`src/adcc_pkg.sv`:
```
/*
 * Shared constants and types of the converter control and result block:
 * register offsets, field positions, reset values, clock select codes,
 * divider ratios, trigger codes and the sequencer states.
 * Assumes an 8-bit register port with a 3-bit word address.
 */
package adcc_pkg;
    localparam int ADDR_W = 3;
    localparam int DATA_W = 8;
    localparam int RES_W = 10;
    localparam int NUM_TRIG = 18;

    localparam logic [2:0] OFF_CTRL0 = 3'h0;
    localparam logic [2:0] OFF_CTRL1 = 3'h1;
    localparam logic [2:0] OFF_TRIG = 3'h2;
    localparam logic [2:0] OFF_RESH = 3'h3;
    localparam logic [2:0] OFF_RESL = 3'h4;
    localparam logic [2:0] OFF_ISTAT = 3'h5;
    localparam logic [2:0] OFF_IMASK = 3'h6;

    localparam int CTRL0_PWR_BIT = 0;
    localparam int CTRL0_RUN_BIT = 1;
    localparam int CTRL0_CHAN_LSB = 2;
    localparam int CTRL1_REF_LSB = 0;
    localparam int CTRL1_CLK_LSB = 4;
    localparam int CTRL1_JUST_BIT = 7;
    localparam int ISTAT_DONE_BIT = 0;

    localparam logic [7:0] CTRL0_RST = 8'h00;
    localparam logic [7:0] CTRL1_RST = 8'h00;
    localparam logic [4:0] TRIG_RST = 5'h00;
    localparam logic [7:0] RES_RST = 8'h00;
    localparam logic IMASK_RST = 1'b0;

    localparam logic [2:0] CLKSEL_DIV2 = 3'h0;
    localparam logic [2:0] CLKSEL_DIV8 = 3'h1;
    localparam logic [2:0] CLKSEL_DIV32 = 3'h2;
    localparam logic [2:0] CLKSEL_RC_A = 3'h3;
    localparam logic [2:0] CLKSEL_DIV4 = 3'h4;
    localparam logic [2:0] CLKSEL_DIV16 = 3'h5;
    localparam logic [2:0] CLKSEL_DIV64 = 3'h6;
    localparam logic [2:0] CLKSEL_RC_B = 3'h7;

    // divider terminal counts, ratio minus one
    localparam logic [5:0] DIV2_TC = 6'h01;
    localparam logic [5:0] DIV4_TC = 6'h03;
    localparam logic [5:0] DIV8_TC = 6'h07;
    localparam logic [5:0] DIV16_TC = 6'h0f;
    localparam logic [5:0] DIV32_TC = 6'h1f;
    localparam logic [5:0] DIV64_TC = 6'h3f;

    localparam logic [1:0] VREF_SUPPLY = 2'h0;
    localparam logic [1:0] VREF_RESERVED = 2'h1;
    localparam logic [1:0] VREF_PIN = 2'h2;
    localparam logic [1:0] VREF_FIXED = 2'h3;

    localparam logic [4:0] TRIG_NONE = 5'h00;
    localparam logic [4:0] TRIG_PIN = 5'h01;
    localparam logic [4:0] TRIG_LAST = 5'h12;

    // conversion clock periods per conversion
    localparam logic [3:0] CONV_TADS = 4'hb;

    typedef enum logic [1:0] {
        CV_IDLE = 2'b01,
        CV_RUN = 2'b10
    } adcc_cv_e;
endpackage : adcc_pkg

```
`src/adcc_conv_if.sv`:
```
/*
 * Link between the register side and the conversion sequencer.
 * Assumes both ends run on the same system clock.
 */
`timescale 1ns/10ps
interface adcc_conv_if;
    logic start;
    logic abort;
    logic [2:0] clk_sel;
    logic rc_tick;
    logic busy;
    logic done;

    modport ctl (output start, output abort, output clk_sel, output rc_tick,
                 input busy, input done);
    modport seq (input start, input abort, input clk_sel, input rc_tick,
                 output busy, output done);
endinterface : adcc_conv_if

```
`src/adcc_conv.sv`:
```
/*
 * Conversion sequencer: derives the conversion clock from the system clock
 * or from the synchronised RC clock ticks, counts the conversion periods and
 * pulses done at the end.
 * Assumes start and abort are one-cycle pulses from the register side.
 */
`timescale 1ns/10ps
module adcc_conv (
    input wire logic clk_i,
    input wire logic reset_i,
    adcc_conv_if.seq cif
);
    import adcc_pkg::*;

    typedef struct packed {
        adcc_cv_e st;
        logic [5:0] div;
        logic [3:0] tads;
        logic done;
    } adcc_conv_s;

    adcc_conv_s q;
    adcc_conv_s n;
    logic [5:0] tc;
    logic rc_mode;
    logic tick;

    always_comb begin
        rc_mode = 1'b0;
        unique case (cif.clk_sel)
            CLKSEL_DIV2: tc = DIV2_TC;
            CLKSEL_DIV8: tc = DIV8_TC;
            CLKSEL_DIV32: tc = DIV32_TC;
            CLKSEL_DIV4: tc = DIV4_TC;
            CLKSEL_DIV16: tc = DIV16_TC;
            CLKSEL_DIV64: tc = DIV64_TC;
            default: begin
                tc = DIV64_TC;
                rc_mode = 1'b1;
            end
        endcase
        tick = rc_mode ? cif.rc_tick : (q.div == tc);
    end

    always_comb begin
        n = q;
        n.done = 1'b0;
        unique case (q.st)
            CV_IDLE: begin
                n.div = 6'h00;
                n.tads = 4'h0;
                if (cif.start) begin
                    n.st = CV_RUN;
                end
            end
            CV_RUN: begin
                if (cif.abort) begin
                    // clear the counters so the divider phase restarts clean
                    n.st = CV_IDLE;
                    n.div = 6'h00;
                    n.tads = 4'h0;
                end else if (tick) begin
                    n.div = 6'h00;
                    n.tads = q.tads + 4'h1;
                    if (q.tads == CONV_TADS - 4'h1) begin
                        n.done = 1'b1;
                        n.st = CV_IDLE;
                    end
                end else if (!rc_mode) begin
                    n.div = q.div + 6'h01;
                end
            end
            default: n.st = CV_IDLE;
        endcase
    end

    always_ff @(posedge clk_i) begin
        if (reset_i) begin
            q.st <= CV_IDLE;
            q.div <= 6'h00;
            q.tads <= 4'h0;
            q.done <= 1'b0;
        end else begin
            q <= n;
        end
    end

    assign cif.busy = (q.st == CV_RUN);
    assign cif.done = q.done;
endmodule : adcc_conv

```
`src/adcc_top.sv`:
```
/*
 * Converter control and result block: register port, run flag, power,
 * clock, reference and trigger selection, auto-trigger edge detection,
 * result justification and the done interrupt.
 * Assumes trigger sources other than the pin come from logic on clk_i,
 * and the converter core holds its result stable when done is signalled.
 */
// Chosen here: the register addresses and the plain strobed port.
`timescale 1ns/10ps
module adcc_top (
    input wire logic clk_i,
    input wire logic reset_i,
    input wire logic [adcc_pkg::ADDR_W-1:0] addr_i,
    input wire logic [adcc_pkg::DATA_W-1:0] wdata_i,
    input wire logic wr_i,
    input wire logic rd_i,
    output logic [adcc_pkg::DATA_W-1:0] rdata_o,
    output logic irq_o,
    input wire logic [adcc_pkg::NUM_TRIG:1] trig_src_i,
    input wire logic sleep_i,
    input wire logic ext_clk_sel_i,
    input wire logic rc_clk_i,
    input wire logic [adcc_pkg::RES_W-1:0] core_result_i,
    output logic core_power_o,
    output logic core_start_o,
    output logic [5:0] chan_sel_o,
    output logic [1:0] vref_sel_o,
    output logic osc_pins_analog_off_o
);
    import adcc_pkg::*;

    typedef struct packed {
        logic pwr;
        logic [5:0] chan;
        logic run;
        logic just;
        logic [2:0] clksel;
        logic [1:0] vref;
        logic [4:0] trig;
        logic [7:0] resh;
        logic [7:0] resl;
        logic stat;
        logic mask;
        logic irq;
        logic [7:0] rdata;
        logic [NUM_TRIG:1] src_prev;
        logic [2:0] pin_sync;
        logic pin_lvl;
        logic [2:0] rc_sync;
        logic rc_lvl;
        logic rc_tick;
        logic start;
        logic abort;
        logic osc_off;
    } adcc_top_s;

    adcc_top_s q;
    adcc_top_s n;
    adcc_conv_if cif ();

    logic [NUM_TRIG:1] src_now;
    logic [NUM_TRIG:1] src_rise;
    logic trig_hit;
    logic sw_start;
    logic sw_stop;
    logic wr_ctrl0;

    adcc_conv u_conv (
        .clk_i(clk_i),
        .reset_i(reset_i),
        .cif(cif)
    );

    assign cif.start = q.start;
    assign cif.abort = q.abort;
    assign cif.clk_sel = q.clksel;
    assign cif.rc_tick = q.rc_tick;

    always_comb begin
        n = q;
        // pin source and RC clock come from outside the clock domain
        n.pin_sync = {q.pin_sync[1:0], trig_src_i[TRIG_PIN]};
        if (q.pin_sync[1] == q.pin_sync[2]) begin
            n.pin_lvl = q.pin_sync[2];
        end
        n.rc_sync = {q.rc_sync[1:0], rc_clk_i};
        if (q.rc_sync[1] == q.rc_sync[2]) begin
            n.rc_lvl = q.rc_sync[2];
        end
        n.rc_tick = n.rc_lvl & ~q.rc_lvl;

        // edges on every source, so a change of selection makes no false edge
        src_now = trig_src_i;
        src_now[TRIG_PIN] = q.pin_lvl;
        n.src_prev = src_now;
        src_rise = src_now & ~q.src_prev;
        trig_hit = 1'b0;
        if (q.trig != TRIG_NONE && q.trig <= TRIG_LAST) begin
            trig_hit = src_rise[q.trig];
        end
        trig_hit = trig_hit & ~sleep_i;

        wr_ctrl0 = wr_i && addr_i == OFF_CTRL0;
        sw_start = wr_ctrl0 && wdata_i[CTRL0_RUN_BIT];
        sw_stop = wr_ctrl0 && !wdata_i[CTRL0_RUN_BIT];

        if (wr_i) begin
            unique case (addr_i)
                OFF_CTRL0: begin
                    n.pwr = wdata_i[CTRL0_PWR_BIT];
                    n.chan = wdata_i[CTRL0_CHAN_LSB +: 6];
                end
                OFF_CTRL1: begin
                    n.just = wdata_i[CTRL1_JUST_BIT];
                    n.clksel = wdata_i[CTRL1_CLK_LSB +: 3];
                    n.vref = wdata_i[CTRL1_REF_LSB +: 2];
                end
                OFF_TRIG: n.trig = wdata_i[4:0];
                OFF_RESH: n.resh = wdata_i;
                OFF_RESL: n.resl = wdata_i;
                OFF_IMASK: n.mask = wdata_i[ISTAT_DONE_BIT];
                default: begin
                end
            endcase
        end

        // a start while a conversion runs is ignored, not restarted
        n.start = (sw_start || trig_hit) && n.pwr && !q.run;
        n.abort = q.run && !cif.done && (sw_stop || !n.pwr);
        if (n.start) begin
            n.run = 1'b1;
        end else if (cif.done || n.abort) begin
            n.run = 1'b0;
        end

        if (cif.done) begin
            if (q.just) begin
                n.resh = {6'h00, core_result_i[9:8]};
                n.resl = core_result_i[7:0];
            end else begin
                n.resh = core_result_i[9:2];
                n.resl = {core_result_i[1:0], 6'h00};
            end
        end

        // set wins over a clear in the same cycle
        n.stat = q.stat;
        if (wr_i && addr_i == OFF_ISTAT && wdata_i[ISTAT_DONE_BIT]) begin
            n.stat = 1'b0;
        end
        if (cif.done) begin
            n.stat = 1'b1;
        end
        n.irq = n.stat & n.mask;
        n.osc_off = ext_clk_sel_i;

        n.rdata = 8'h00;
        if (rd_i) begin
            unique case (addr_i)
                OFF_CTRL0: n.rdata = {q.chan, q.run, q.pwr};
                OFF_CTRL1: n.rdata = {q.just, q.clksel, 2'h0, q.vref};
                OFF_TRIG: n.rdata = {3'h0, q.trig};
                OFF_RESH: n.rdata = q.resh;
                OFF_RESL: n.rdata = q.resl;
                OFF_ISTAT: n.rdata = {7'h00, q.stat};
                OFF_IMASK: n.rdata = {7'h00, q.mask};
                default: n.rdata = 8'h00;
            endcase
        end
    end

    always_ff @(posedge clk_i) begin
        if (reset_i) begin
            q <= '0;
            q.pwr <= CTRL0_RST[CTRL0_PWR_BIT];
            q.chan <= CTRL0_RST[CTRL0_CHAN_LSB +: 6];
            q.run <= CTRL0_RST[CTRL0_RUN_BIT];
            q.just <= CTRL1_RST[CTRL1_JUST_BIT];
            q.clksel <= CTRL1_RST[CTRL1_CLK_LSB +: 3];
            q.vref <= CTRL1_RST[CTRL1_REF_LSB +: 2];
            q.trig <= TRIG_RST;
            q.resh <= RES_RST;
            q.resl <= RES_RST;
            q.mask <= IMASK_RST;
        end else begin
            q <= n;
        end
    end

    assign rdata_o = q.rdata;
    assign irq_o = q.irq;
    assign core_power_o = q.pwr;
    assign core_start_o = q.start;
    assign chan_sel_o = q.chan;
    assign vref_sel_o = q.vref;
    assign osc_pins_analog_off_o = q.osc_off;
endmodule : adcc_top

```
`config.mk`:
```
export PLATFORM = sky130hd
export DESIGN_NAME = adcc_top
export DESIGN_NICKNAME = d
export VERILOG_FILES = /design/src/adcc_pkg.sv /design/src/adcc_conv_if.sv /design/src/adcc_conv.sv /design/src/adcc_top.sv
export SDC_FILE = /design/constraint.sdc
export NUM_CORES = 1
export LEC_CHECK = 0
export ABC_CLOCK_PERIOD_IN_PS = 3960
export BUFFER_PORTS_ARGS = -buffer_cell sky130_fd_sc_hd__buf_4
export CORE_UTILIZATION = 35
export CTS_BUF_LIST = sky130_fd_sc_hd__clkbuf_16
export CTS_CLUSTER_SIZE = 40
export DETAILED_ROUTE_END_ITERATION = 16
export PLACE_DENSITY_LB_ADDON = 0.2
export SETUP_SLACK_MARGIN = 0.15
export SYNTH_ARGS = -nofsm -noshare
export SYNTH_HDL_FRONTEND = slang
export SYNTH_SLANG_ARGS = --single-unit
```
`constraint.sdc`:
```
create_clock -name clk_i -period 3.96 [get_ports clk_i]
set_input_delay 0.396 -clock clk_i [delete_from_list [all_inputs] [get_ports clk_i]]
set_output_delay 0.396 -clock clk_i [all_outputs]
set_load 0.02 [all_outputs]
```
==> metrics.md, run 1 <==
| Metric | Value |
|---|---|
| Status | completed |
| Clock Power Share | 43.7% |
| Nature of the critical path startpoint | flop |
| Sequential share of the synthesized area | 43.9% |
| Grt total ovfl | 0 |
| Fmax | 480 MHz |
| Hold Crit Class | in -> reg |
| I/O Pins | 66 |
| CTS Sinks | 89 |
| Internal power component | 1.46 mW |
| Critical path data required time | 4.16 ns |
| # fillers | 1,106 |
| Final Core Density | 43.1% |
| Clk Latency, worst-skew pair | 0.34 ns |
| Root Buffer | clkbuf_16 |
| Worst Path Arrival | 2.29 ns |
| Top FF cell, synth | dfxtp_1 |
| Die span in y | 110 um |
| Total power | 1.90 mW |
| Gr usage total | 17.1% |
| Worst-case clock buffer depth | 2 |
| Syn avg cell area | 8.55 um^2 |
| Antenna violations before repair | 0 |
| Fin cells | 652 |
| Crit-path max FO | 22 |
| Async SR Flop Fraction | 0% |
| Pin count of the biggest net entering global routing | 74 |
| Sequential share of power | 48.8% |
| Drt via density | 5.06 |
| Max-slew violation count | 0 |
| Total CTS buffers | 9 |
| Diode count | 0 |
| Worst Skew | 0.00519 ns |
| Leakage power | 1.91 nW |
| Top-count cell post-synth | dfxtp_1 |
| Syn Inst Count | 475 |
| Area delta synth->final | 17.5% |
| Vias in the first global route | 3,069 |
| Slew HR | 17.1% |
| Leading area contributor after synthesis | dfxtp_1 |
| Remaining antenna violation count after routing | 0 |
| Htree depth | 3 |
| Starting Density | 36.7% |
| Worst setup path category | reg -> reg |
| Crit. End Element | flop |
| Nets | 558 |
| Yosys reg bits | 89 |
| Hold violation total from the final report | 0 |
| Top cell type's share of synthesized area | 43.9% |
| Cts hold-fix bufs | 0 |
| Layout cells sized above 1 | 18.0% |
| Setup TNS | 0 ns |
| RSZ-0062 raised after global routing | false |
| Sw Ratio | 23.0% |
| Power share of the combinational group | 7.5% |
| Yosys cell types | 54 |
| Slew @ Worst Pin | 1.23 ns |
| TritonCTS clock tree | done |
| Mapped Nets | 526 |
| Clock slew at reported path FFs | 0.06 ns |
| Final setup violation count | 0 |
| Top cells by count, synth | dfxtp_1, nor2_1, a21oi_1 |
| R2r setup slk | 1.88 ns |
| Via count | 3,300 |
| WL final | 9.35 mm |
| # placed instances | 636 |
| Rows | 38 |
| Port bufs | 65 |
| Routed len/inst | 14.3 um |
| Core Footprint | 0.0111 mm^2 |
| # DRC | 0 |
| Net Sw Power | 0.437 mW |
| Final Critical Period | 2.08 ns |
| Yosys warns | 0 |
| # Max-Cap Violations | 0 |
| Pre-antenna DRT Iters | 4 |
| Mapped Area | 0.00406 mm^2 |
| Post CTS Setup Buffer Count | 0 |
| Die Width | 110 um |
| PD cells | 399 mW/mm^2 |
| First-pass GRT wire length | 15.3 mm |
| Resize count post-CTS | 0 |
| Post-synth EDFFs | 0 |
| DRT iter0 DRCs | 200 |
| Fin crit share | 52.6% |
| Hpwl dp | 6.49 mm |
| Largest cells by area after synthesis | dfxtp_1, nor2_1, nor2b_1 |
| VDD IR max | 0.337 mV |
| Hold_ws | 0.260 ns |
| Die ar. | 0.0120 mm^2 |
| GP Congestion | 0.818 |
power by group through the flow:
| stage | clock (mW) | sequential [mW] | combinational (mW) |
|---|---|---|---|
| 2_1_floorplan | 0 | 0.943 | 0.0868 |
| 4_1_cts | 0.858 | 0.928 | 0.143 |
| 3_5_place_dp | 0 | 0.948 | 0.143 |
| 6_report | 0.831 | 0.928 | 0.143 |
| 3_3_place_gp | 0 | 0.948 | 0.141 |
| 5_1_grt | 0.895 | 0.930 | 0.157 |
through the flow:
step | setup WS, ns | area, um^2
after floorplan | 2.16 | 4060
after global placement | 1.86 | 4480
after detailed placement | 1.78 | 4480
after CTS | 1.90 | 4770
after global routing | 1.62 | 4770
final | 1.88 | 4770
final cells by class:
type / instances / area, um^2 / share of cell area (%)
clock buffer: 9 / 225 / 4.72
clock inverter: 7 / 61.3 / 1.29
inverter: 14 / 52.6 / 1.10
multi-input combinational: 328 / 1990 / 41.6
sequential: 89 / 1780 / 37.4
tap: 140 / 175 / 3.67
timing repair buffer: 65 / 488 / 10.2
per-layer routing:
metal  GRT usage (%)  vias to the layer above  part of all wire, %
li1                -                     1672                    -
met1            22.4                     1529                   46
met2            25.1                       88                   44
met3            7.05                       11                  8.2
met4            6.10                        0                  1.7
met5               0                        -                    0
state kept, by name, indices dropped and copies added (netlist names):
signal and count:
n 5, core_power_o 1, irq_o 1, osc_pins_analog_off_o 1, cif.abort 1, cif.rc_tick 1
core_start_o 1, rdata_o 8, u_conv.q 12, vref_sel_o 2, chan_sel_o 6, cif.clk_sel 3
u_conv.cif.done 1, q 46
cells by family (layout without fill, tap and decap cells):
kind of cell,after synthesis,after routing,share of synthesized area (%)
fa+ha+maj,5,5,1.54
flops,89,89,43.9
buf+inv,58,95,7.21
simple gates,195,195,23.3
mux,26,26,7.43
xor+xnor,6,6,1.29
compound gates,96,96,15.3
critical path: stages, from the launching register on:
cell	delay (ns)
dfxtp_1	0.55
a41oi_1	1.04
nor2_1	0.13
a21oi_1	0.16
nor2_1	0.06
worst paths after layout:
check	from	cells after the start	to
max	u_conv.cif.done$_SDFF_PP0_	4	q[53]$_SDFFE_PP0P_
min	ext_clk_sel_i	2	osc_pins_analog_off_o$_SDFF_PP0_
max reg2reg	u_conv.cif.done$_SDFF_PP0_	4	q[53]$_SDFFE_PP0P_
min reg2reg	n[10]$_SDFF_PP0_	1	n[11]$_SDFF_PP0_
cell usage in the layout, fill, tap and decap left out, types with 4 or more instances in the layout:
| master | n |
|---|---|
| nand3b_1 | 6 |
| clkbuf_16 | 9 |
| buf_4 | 65 |
| nor3_1 | 5 |
| mux2i_1 | 20 |
| nand2_1 | 29 |
| ha_1 | 5 |
| o21ai_0 | 7 |
| nor2b_1 | 37 |
| a21oi_1 | 46 |
| inv_1 | 14 |
| nor2_1 | 83 |
| a21o_1 | 4 |
| a31oi_1 | 8 |
| nand4_1 | 4 |
| xor2_1 | 5 |
| a211oi_1 | 4 |
| nand3_1 | 13 |
| dfxtp_1 | 89 |
| and3_1 | 4 |
| clkinv_2 | 4 |
Note: power is estimated with default switching activity, not from simulation.
==> inputs of run 2 (changes only) <==
--- a/config.mk
+++ b/config.mk
@@ -5,7 +5,7 @@
 export SDC_FILE = /design/constraint.sdc
 export NUM_CORES = 1
 export LEC_CHECK = 0
-export ABC_CLOCK_PERIOD_IN_PS = 3960
+export ABC_CLOCK_PERIOD_IN_PS = 1900
 export BUFFER_PORTS_ARGS = -buffer_cell sky130_fd_sc_hd__buf_4
 export CORE_UTILIZATION = 35
 export CTS_BUF_LIST = sky130_fd_sc_hd__clkbuf_16
==> constraint.sdc (replaced) <==
create_clock -name clk_i -period 1.9 [get_ports clk_i]
set_input_delay 0.19 -clock clk_i [delete_from_list [all_inputs] [get_ports clk_i]]
set_output_delay 0.19 -clock clk_i [all_outputs]
set_load 0.02 [all_outputs]
==> run 2 against run 1 <==
Compared with the run above:
- fmax up 22%
- sequential share of layout area down 0.84 points
- critical endpoint is now u_conv.q[4]$_SDFFE_PP0P_
- hold slack worse by 0.20 ns
- critical path depth up 2
- combinational power up 120%
- flip-flop and latch count unchanged
- largest cell class unchanged
- clock power up 88%
- critical path type unchanged
- final cell count up 3.2%
==> metrics.md, run 2 (same netlist as run 1, synthesis figures left out) <==
| Metric | Value |
|---|---|
| Antenna violations before repair | 0 (unchanged) |
| TritonCTS clock tree | done (unchanged) |
| Port bufs | 65 (unchanged) |
| VDD IR max | 0.641 mV (was 0.337 mV) |
| Crit Reg-Reg Startpoint | cif.clk_sel[2]$_SDFFE_PP0P_ (was u_conv.cif.done$_SDFF_PP0_) |
| Worst Path Arrival | 1.94 ns (was 2.29 ns) |
| Setup TNS | 0 ns (unchanged) |
| Die span in y | 110 um (unchanged) |
| Final Critical Period | 1.71 ns (was 2.08 ns) |
| CP peak stage delay | 0.37 ns (was 1.04 ns) |
| Final setup violation count | 0 (unchanged) |
| R2r setup slk | 0.19 ns (was 1.88 ns) |
| Leakage power | 2.02 nW (was 1.91 nW) |
| # fillers | 1,135 (was 1,106) |
| # DRC | 0 (unchanged) |
| RSZ-0062 raised after global routing | true (was false) |
| CP max-delay cell | dfxtp_4 (was a41oi_1) |
| I/O Pins | 66 (unchanged) |
| Commonest non-fill, non-tap cell in the layout | buf_4 (was dfxtp_1) |
| FF-to-FF path depth | 6 (was 4) |
| Max reg flops | 46 (unchanged) |
| Total power | 3.81 mW (was 1.90 mW) |
| Max-slew violation count | 0 (unchanged) |
| Top reg by flops | q (unchanged) |
| DRT iter0 DRCs | 115 (was 200) |
| Clock slew at reported path FFs | 0.06 ns (about the same) |
| Fmax | 583 MHz (was 480 MHz) |
| Hold path start | ext_clk_sel_i (unchanged) |
| Clk Latency, worst-skew pair | 0.34 ns (about the same) |
| Crit-path cells | xor2_1, o31ai_1, nand3_1, or2_1, a32oi_4, o22ai_1 (was a41oi_1, nor2_1, a21oi_1, nor2_1) |
| Vias in the first global route | 3,198 (was 3,069) |
| Hpwl dp | 7.23 mm (was 6.49 mm) |
| Status | completed (unchanged) |
| Crit. End Element | flop (unchanged) |
| Worst setup path category | reg -> reg (unchanged) |
| # placed instances | 657 (was 636) |
| R2R Path End | u_conv.q[4]$_SDFFE_PP0P_ (was q[53]$_SDFFE_PP0P_) |
| Grt total ovfl | 0 (unchanged) |
| Cts hold-fix bufs | 0 (unchanged) |
| Slew HR | 64.3% (was 17.1%) |
| Hold Crit Class | in -> reg (unchanged) |
| Fin cells | 673 (was 652) |
| Remaining antenna violation count after routing | 0 (unchanged) |
| Die Width | 110 um (unchanged) |
| GP Congestion | 0.834 (was 0.818) |
| First-pass GRT wire length | 15.8 mm (was 15.3 mm) |
| Layout cells sized above 1 | 22.3% (was 18.0%) |
| Worst Skew | 0.00487 ns (was 0.00519 ns) |
| # Max-Cap Violations | 0 (unchanged) |
| Pre-antenna DRT Iters | 4 (unchanged) |
| Crit-path max FO | 8 (was 22) |
| CTS Sinks | 89 (unchanged) |
| Slew @ Worst Pin | 0.532 ns (was 1.23 ns) |
| PD cells | 775 mW/mm^2 (was 399 mW/mm^2) |
| Fin crit share | 90.2% (was 52.6%) |
| Diode count | 0 (unchanged) |
| Worst-case clock buffer depth | 2 (unchanged) |
| Starting Density | 36.7% (unchanged) |
| Gr usage total | 17.3% (was 17.1%) |
| Htree depth | 3 (unchanged) |
| Nature of the critical path startpoint | flop (unchanged) |
| Final worst slack | 0.186 ns (was 1.88 ns) |
| Rows | 38 (unchanged) |
| Area delta synth->final | 21.1% (was 17.5%) |
| Nets | 579 (was 558) |
| Critical path data required time | 2.12 ns (was 4.16 ns) |
| Area after DPL | 0.00464 mm^2 (was 0.00448 mm^2) |
| WL final | 9.59 mm (was 9.35 mm) |
| Routed len/inst | 14.2 um (was 14.3 um) |
| Core Footprint | 0.0111 mm^2 (unchanged) |
| Most frequent cells in the layout | buf_4, nor2_1, dfxtp_1, a21oi_1, nor2b_1 (was dfxtp_1, nor2_1, buf_4, a21oi_1, nor2b_1) |
| Pin count of the biggest net entering global routing | 28 (was 74) |
| Via count | 3,355 (was 3,300) |
| Post-route cell area | 0.00492 mm^2 (was 0.00477 mm^2) |
| Hold EP | osc_pins_analog_off_o$_SDFF_PP0_ (unchanged) |
| Die ar. | 0.0120 mm^2 (unchanged) |
| Dpl ws | 0.0595 ns (was 1.78 ns) |
| Root Buffer | clkbuf_16 (unchanged) |
| Total CTS buffers | 9 (unchanged) |
| Hold depth | 2 (unchanged) |
| Drt via density | 4.99 (was 5.06) |
| Hold violation total from the final report | 0 (unchanged) |
[run 2: stage by stage]
stage	utilization, %	hold slack, ns
finish	44.4	0.0559
global route	44.4	0.0555
CTS	44.2	0.0430
detailed placement	41.9	0.407
global placement	41.9	0.399
floorplan	-	0.318
[run 2: layout make-up]
cell class / instances / area [um^2] / area share, %
Multi-Input combinational cell: 328 / 1990 / 40.5
Sequential cell: 89 / 1800 / 36.5
Timing Repair Buffer: 86 / 646 / 13.1
Clock buffer: 9 / 225 / 4.58
Tap cell: 140 / 175 / 3.56
Inverter: 14 / 52.6 / 1.07
Clock inverter: 7 / 30.0 / 0.611
[run 2: power breakdown]
part	leakage (nW)	internal [mW]	switching [mW]
combinational	1.15	0.156	0.165
sequential	0.728	1.91	0.0239
clock	0.136	0.860	0.701
[run 2: what timing repair did]
| item | in CTS | in global routing |
|---|---|---|
| gates cloned | 0 | 0 |
| setup buffers | 0 | 0 |
| pin swaps | 0 | 5 |
| setup endpoints to repair | 8 | 12 |
| resized for setup | 3 | 8 |
[run 2: worst max-delay path by stage]
stage | from | end | slack, ns
5_1_grt | cif.clk_sel[2]$_SDFFE_PP0P_ | u_conv.q[4]$_SDFFE_PP0P_ | 0.08
3_3_place_gp | cif.clk_sel[0]$_SDFFE_PP0P_ | u_conv.q[2]$_SDFFE_PP0P_ | 0.14
2_1_floorplan | cif.clk_sel[0]$_SDFFE_PP0P_ | u_conv.q[2]$_SDFFE_PP0P_ | 0.25
4_1_cts | cif.clk_sel[0]$_SDFFE_PP0P_ | u_conv.q[4]$_SDFFE_PP0P_ | 0.16
3_5_place_dp | cif.clk_sel[0]$_SDFFE_PP0P_ | u_conv.q[4]$_SDFFE_PP0P_ | 0.06
6_report | cif.clk_sel[2]$_SDFFE_PP0P_ | u_conv.q[4]$_SDFFE_PP0P_ | 0.19
[run 2: layer usage]
layer / vias up / global-route usage (%) / share of wire [%]
met3: 6 / 5.99 / 6.0
met4: 0 / 4.95 / 0.77
met5: - / 0 / 0
met1: 1550 / 22.5 / 47
met2: 78 / 27.0 / 46
li1: 1721 / - / -
[run 2: critical path, delay by kind of cell, from the launching register on]
family | cells | cell delay, ns
simple gates | 2 | 0.40
xor+xnor | 1 | 0.16
compound gates | 3 | 0.66
flops | 1 | 0.37
==> inputs of run 3 (changes only) <==
--- a/config.mk
+++ b/config.mk
@@ -15,4 +15,5 @@
 export SETUP_SLACK_MARGIN = 0.15
 export SYNTH_ARGS = -nofsm -noshare
 export SYNTH_HDL_FRONTEND = slang
+export SYNTH_HIERARCHICAL = 1
 export SYNTH_SLANG_ARGS = --single-unit
==> run 3 against run 2 <==
Compared with the run above:
- the run now ends with DRC left
- power increased by 1.1%
- hold slack about the same
- worst setup slack lost 0.17 ns
- sequential share of layout area is 1.6 points lower
- global-route usage is 0.46 points lower
- critical path type unchanged
- sequential power barely moved
==> metrics.md, run 3 <==
| Metric | Value |
|---|---|
| Pin count of the biggest net entering global routing | 48 (was 28) |
| Post-synthesis compound-gate area fraction | 15.7% (was 15.3%) |
| # placed instances | 668 (was 657) |
| Port bufs | 65 (unchanged) |
| Max-slew violation count | 0 (unchanged) |
| Pre-antenna DRT Iters | 11 (was 4) |
| Async SR Flop Fraction | 0% (unchanged) |
| Top cell type's share of synthesized area | 42.2% (was 43.9%) |
| Nets | 587 (was 579) |
| Top reg by flops | q (unchanged) |
| Hold violation total from the final report | 0 (unchanged) |
| WL final | 9.98 mm (was 9.59 mm) |
| Synth Area in Simple Gates | 23.9% (was 23.3%) |
| Clk Latency, worst-skew pair | 0.34 ns (about the same) |
| Syn Inst Count | 483 (was 475) |
| Mapped Nets | 534 (was 526) |
| Post CTS Setup Buffer Count | 0 (unchanged) |
| Worst setup path category | reg -> reg (unchanged) |
| Leakage power | 2.02 nW (about the same) |
| Largest cells by area after synthesis | dfxtp_1, nor2_1, mux2i_1 (was dfxtp_1, nor2_1, nor2b_1) |
| Yosys reg bits | 89 (unchanged) |
| Remaining antenna violation count after routing | 0 (unchanged) |
| Commonest non-fill, non-tap cell in the layout | buf_4 (unchanged) |
| Register Area | 0.00180 mm^2 (unchanged) |
| Routed len/inst | 14.6 um (was 14.2 um) |
| Most frequent cells in the layout | buf_4, dfxtp_1, nor2_1, a21oi_1, nor2b_1 (was buf_4, nor2_1, dfxtp_1, a21oi_1, nor2b_1) |
| Slew @ Worst Pin | 0.529 ns (was 0.532 ns) |
| PD cells | 750 mW/mm^2 (was 775 mW/mm^2) |
| Vias in the first global route | 3,317 (was 3,198) |
| Worst-case clock buffer depth | 2 (unchanged) |
| # Max-Cap Violations | 0 (unchanged) |
| Die Width | 112 um (was 110 um) |
| Main combinational cell family by area after synthesis | simple AND/OR/NAND/NOR gates (unchanged) |
| # DRC | 3 (was 0) |
| Top cells by count, synth | dfxtp_1, nor2_1, a21oi_1 (unchanged) |
| Worst Path Arrival | 2.11 ns (was 1.94 ns) |
| Total CTS buffers | 9 (unchanged) |
| Rows | 39 (was 38) |
| Crit. End Element | flop (unchanged) |
| Post-Synth Adder-Cell Area | 1.48% (was 1.54%) |
| Final setup violation count | 0 (unchanged) |
| CTS Sinks | 89 (unchanged) |
| Top FF cell, synth | dfxtp_1 (unchanged) |
| Grt total ovfl | 0 (unchanged) |
| Htree depth | 3 (unchanged) |
| Via count | 3,482 (was 3,355) |
| First-pass GRT wire length | 16.5 mm (was 15.8 mm) |
| Diode count | 0 (unchanged) |
| Hold Crit Class | in -> reg (unchanged) |
| Clock slew at reported path FFs | 0.06 ns (about the same) |
| Setup TNS | 0 ns (unchanged) |
| Crit-path max FO | 3 (was 8) |
| Worst Skew | 0.00583 ns (was 0.00487 ns) |
| Top-count cell post-synth | dfxtp_1 (unchanged) |
| Final Critical Period | 1.88 ns (was 1.71 ns) |
| Footprint of the multi-input gates | 0.00218 mm^2 (was 0.00199 mm^2) |
| Syn avg cell area | 8.75 um^2 (was 8.55 um^2) |
| # fillers | 1,150 (was 1,135) |
| Gr usage total | 16.8% (was 17.3%) |
| Layout cells sized above 1 | 25.2% (was 22.3%) |
| Drt via density | 5.10 (was 4.99) |
| Post-Synth XOR/XNOR Area | 0.414% (was 1.29%) |
| Post-synth EDFFs | 0 (unchanged) |
| RSZ-0062 raised after global routing | true (unchanged) |
| Fmax | 531 MHz (was 583 MHz) |
| DRT iter0 DRCs | 209 (was 115) |
| Max reg flops | 46 (unchanged) |
| Leading area contributor after synthesis | dfxtp_1 (unchanged) |
| Root Buffer | clkbuf_16 (unchanged) |
| Hpwl dp | 7.31 mm (was 7.23 mm) |
| Core Footprint | 0.0116 mm^2 (was 0.0111 mm^2) |
| Sequential share of the synthesized area | 42.2% (was 43.9%) |
| Yosys cell types | 61 (was 54) |
| Starting Density | 36.4% (was 36.7%) |
| Failing checks | DRC |
| VDD IR max | 0.595 mV (was 0.641 mV) |
| Status | finished, violations left (was completed) |
| Nature of the critical path startpoint | flop (unchanged) |
| GP Congestion | 0.790 (was 0.834) |
| Mapped Area | 0.00423 mm^2 (was 0.00406 mm^2) |
| Antenna violations before repair | 0 (unchanged) |
| Final Core Density | 44.2% (was 44.4%) |
| Fin cells | 683 (was 673) |
| Critical path data required time | 2.13 ns (was 2.12 ns) |
| Die ar. | 0.0125 mm^2 (was 0.0120 mm^2) |
| Yosys warns | 6 (was 0) |
| TritonCTS clock tree | done (unchanged) |
| Area delta synth->final | 21.5% (was 21.1%) |
| Slew HR | 64.8% (was 64.3%) |
| Fin crit share | 99.2% (was 90.2%) |
| Mux cell area share after synthesis | 8.32% (was 7.43%) |
| Die span in y | 112 um (was 110 um) |
| I/O Pins | 66 (unchanged) |
-- run 3: through the flow --
stage / setup slack [ns] / hold WS, ns / cell area [um^2] / power, mW
floorplan: 0.0408 / 0.318 / 4230 / 2.16
global placement: 0.0320 / 0.404 / 4790 / 2.31
detailed placement: -0.0540 / 0.406 / 4790 / 2.31
CTS: 0.0263 / 0.0447 / 5060 / 3.89
global route: -0.0458 / 0.0435 / 5140 / 4.03
finish: 0.0154 / 0.0558 / 5140 / 3.85
-- run 3: repair_timing --
action	in CTS	in global routing
gates resized for setup	4	20
pin swaps	2	5
setup endpoints to repair	12	14
hold buffers	0	0
-- run 3: cell families (layout without fill, tap and decap cells) --
family	count (synthesis)	after routing
buffers and inverters	62	119
xor gates and xnor gates	2	2
muxes	31	31
adders and majority gates	5	5
DFF	89	89
and+or+nand+nor	192	192
AOI/OAI and AO/OA	102	102
-- run 3: power by group --
group	internal (mW)	switching, mW	total, mW
Clock	0.860	0.725	1.58
Sequential	1.91	0.0232	1.93
Combinational	0.164	0.176	0.339
Total	2.93	0.924	3.85
-- run 3: routing by layer --
| metal | up-vias | GRT usage, % | routed length, um |
|---|---|---|---|
| li1 | 1770 | - | - |
| met1 | 1642 | 21.9 | 4800 |
| met2 | 64 | 26.5 | 4590 |
| met3 | 6 | 5.93 | 503 |
| met4 | 0 | 4.32 | 85 |
| met5 | - | 0 | 0 |
-- run 3: cell type report --
class                      instances  area share (%)
clock buffer                       9            4.38
sequential                        89            35.0
timing repair buffer              88            13.0
tap                              143            3.48
multi-input combinational        332            42.4
clock inverter                     6           0.560
inverter                          16            1.17
-- run 3: critical path, cell delays in order (launching register included) --
cell and delay, ns:
dfxtp_1 0.32, or4_4 0.53, o22ai_2 0.12, a31oi_2 0.07
buf_4 0.16, o21ai_4 0.16, nand3_2 0.11, a221o_1 0.31
-- run 3: path summary, 6_finish.rpt --
path	from	endpoint	slack (ns)	cells past startpoint
worst max-delay path	u_conv/q[6]$_SDFFE_PP0P_	u_conv/q[11]$_SDFFE_PP1P_	0.02	7
worst min-delay path	ext_clk_sel_i	osc_pins_analog_off_o$_SDFF_PP0_	0.06	2
worst max register to register	u_conv/q[6]$_SDFFE_PP0P_	u_conv/q[11]$_SDFFE_PP1P_	0.02	7
worst min register to register	n[6]$_SDFF_PP0_	n[7]$_SDFF_PP0_	0.44	1
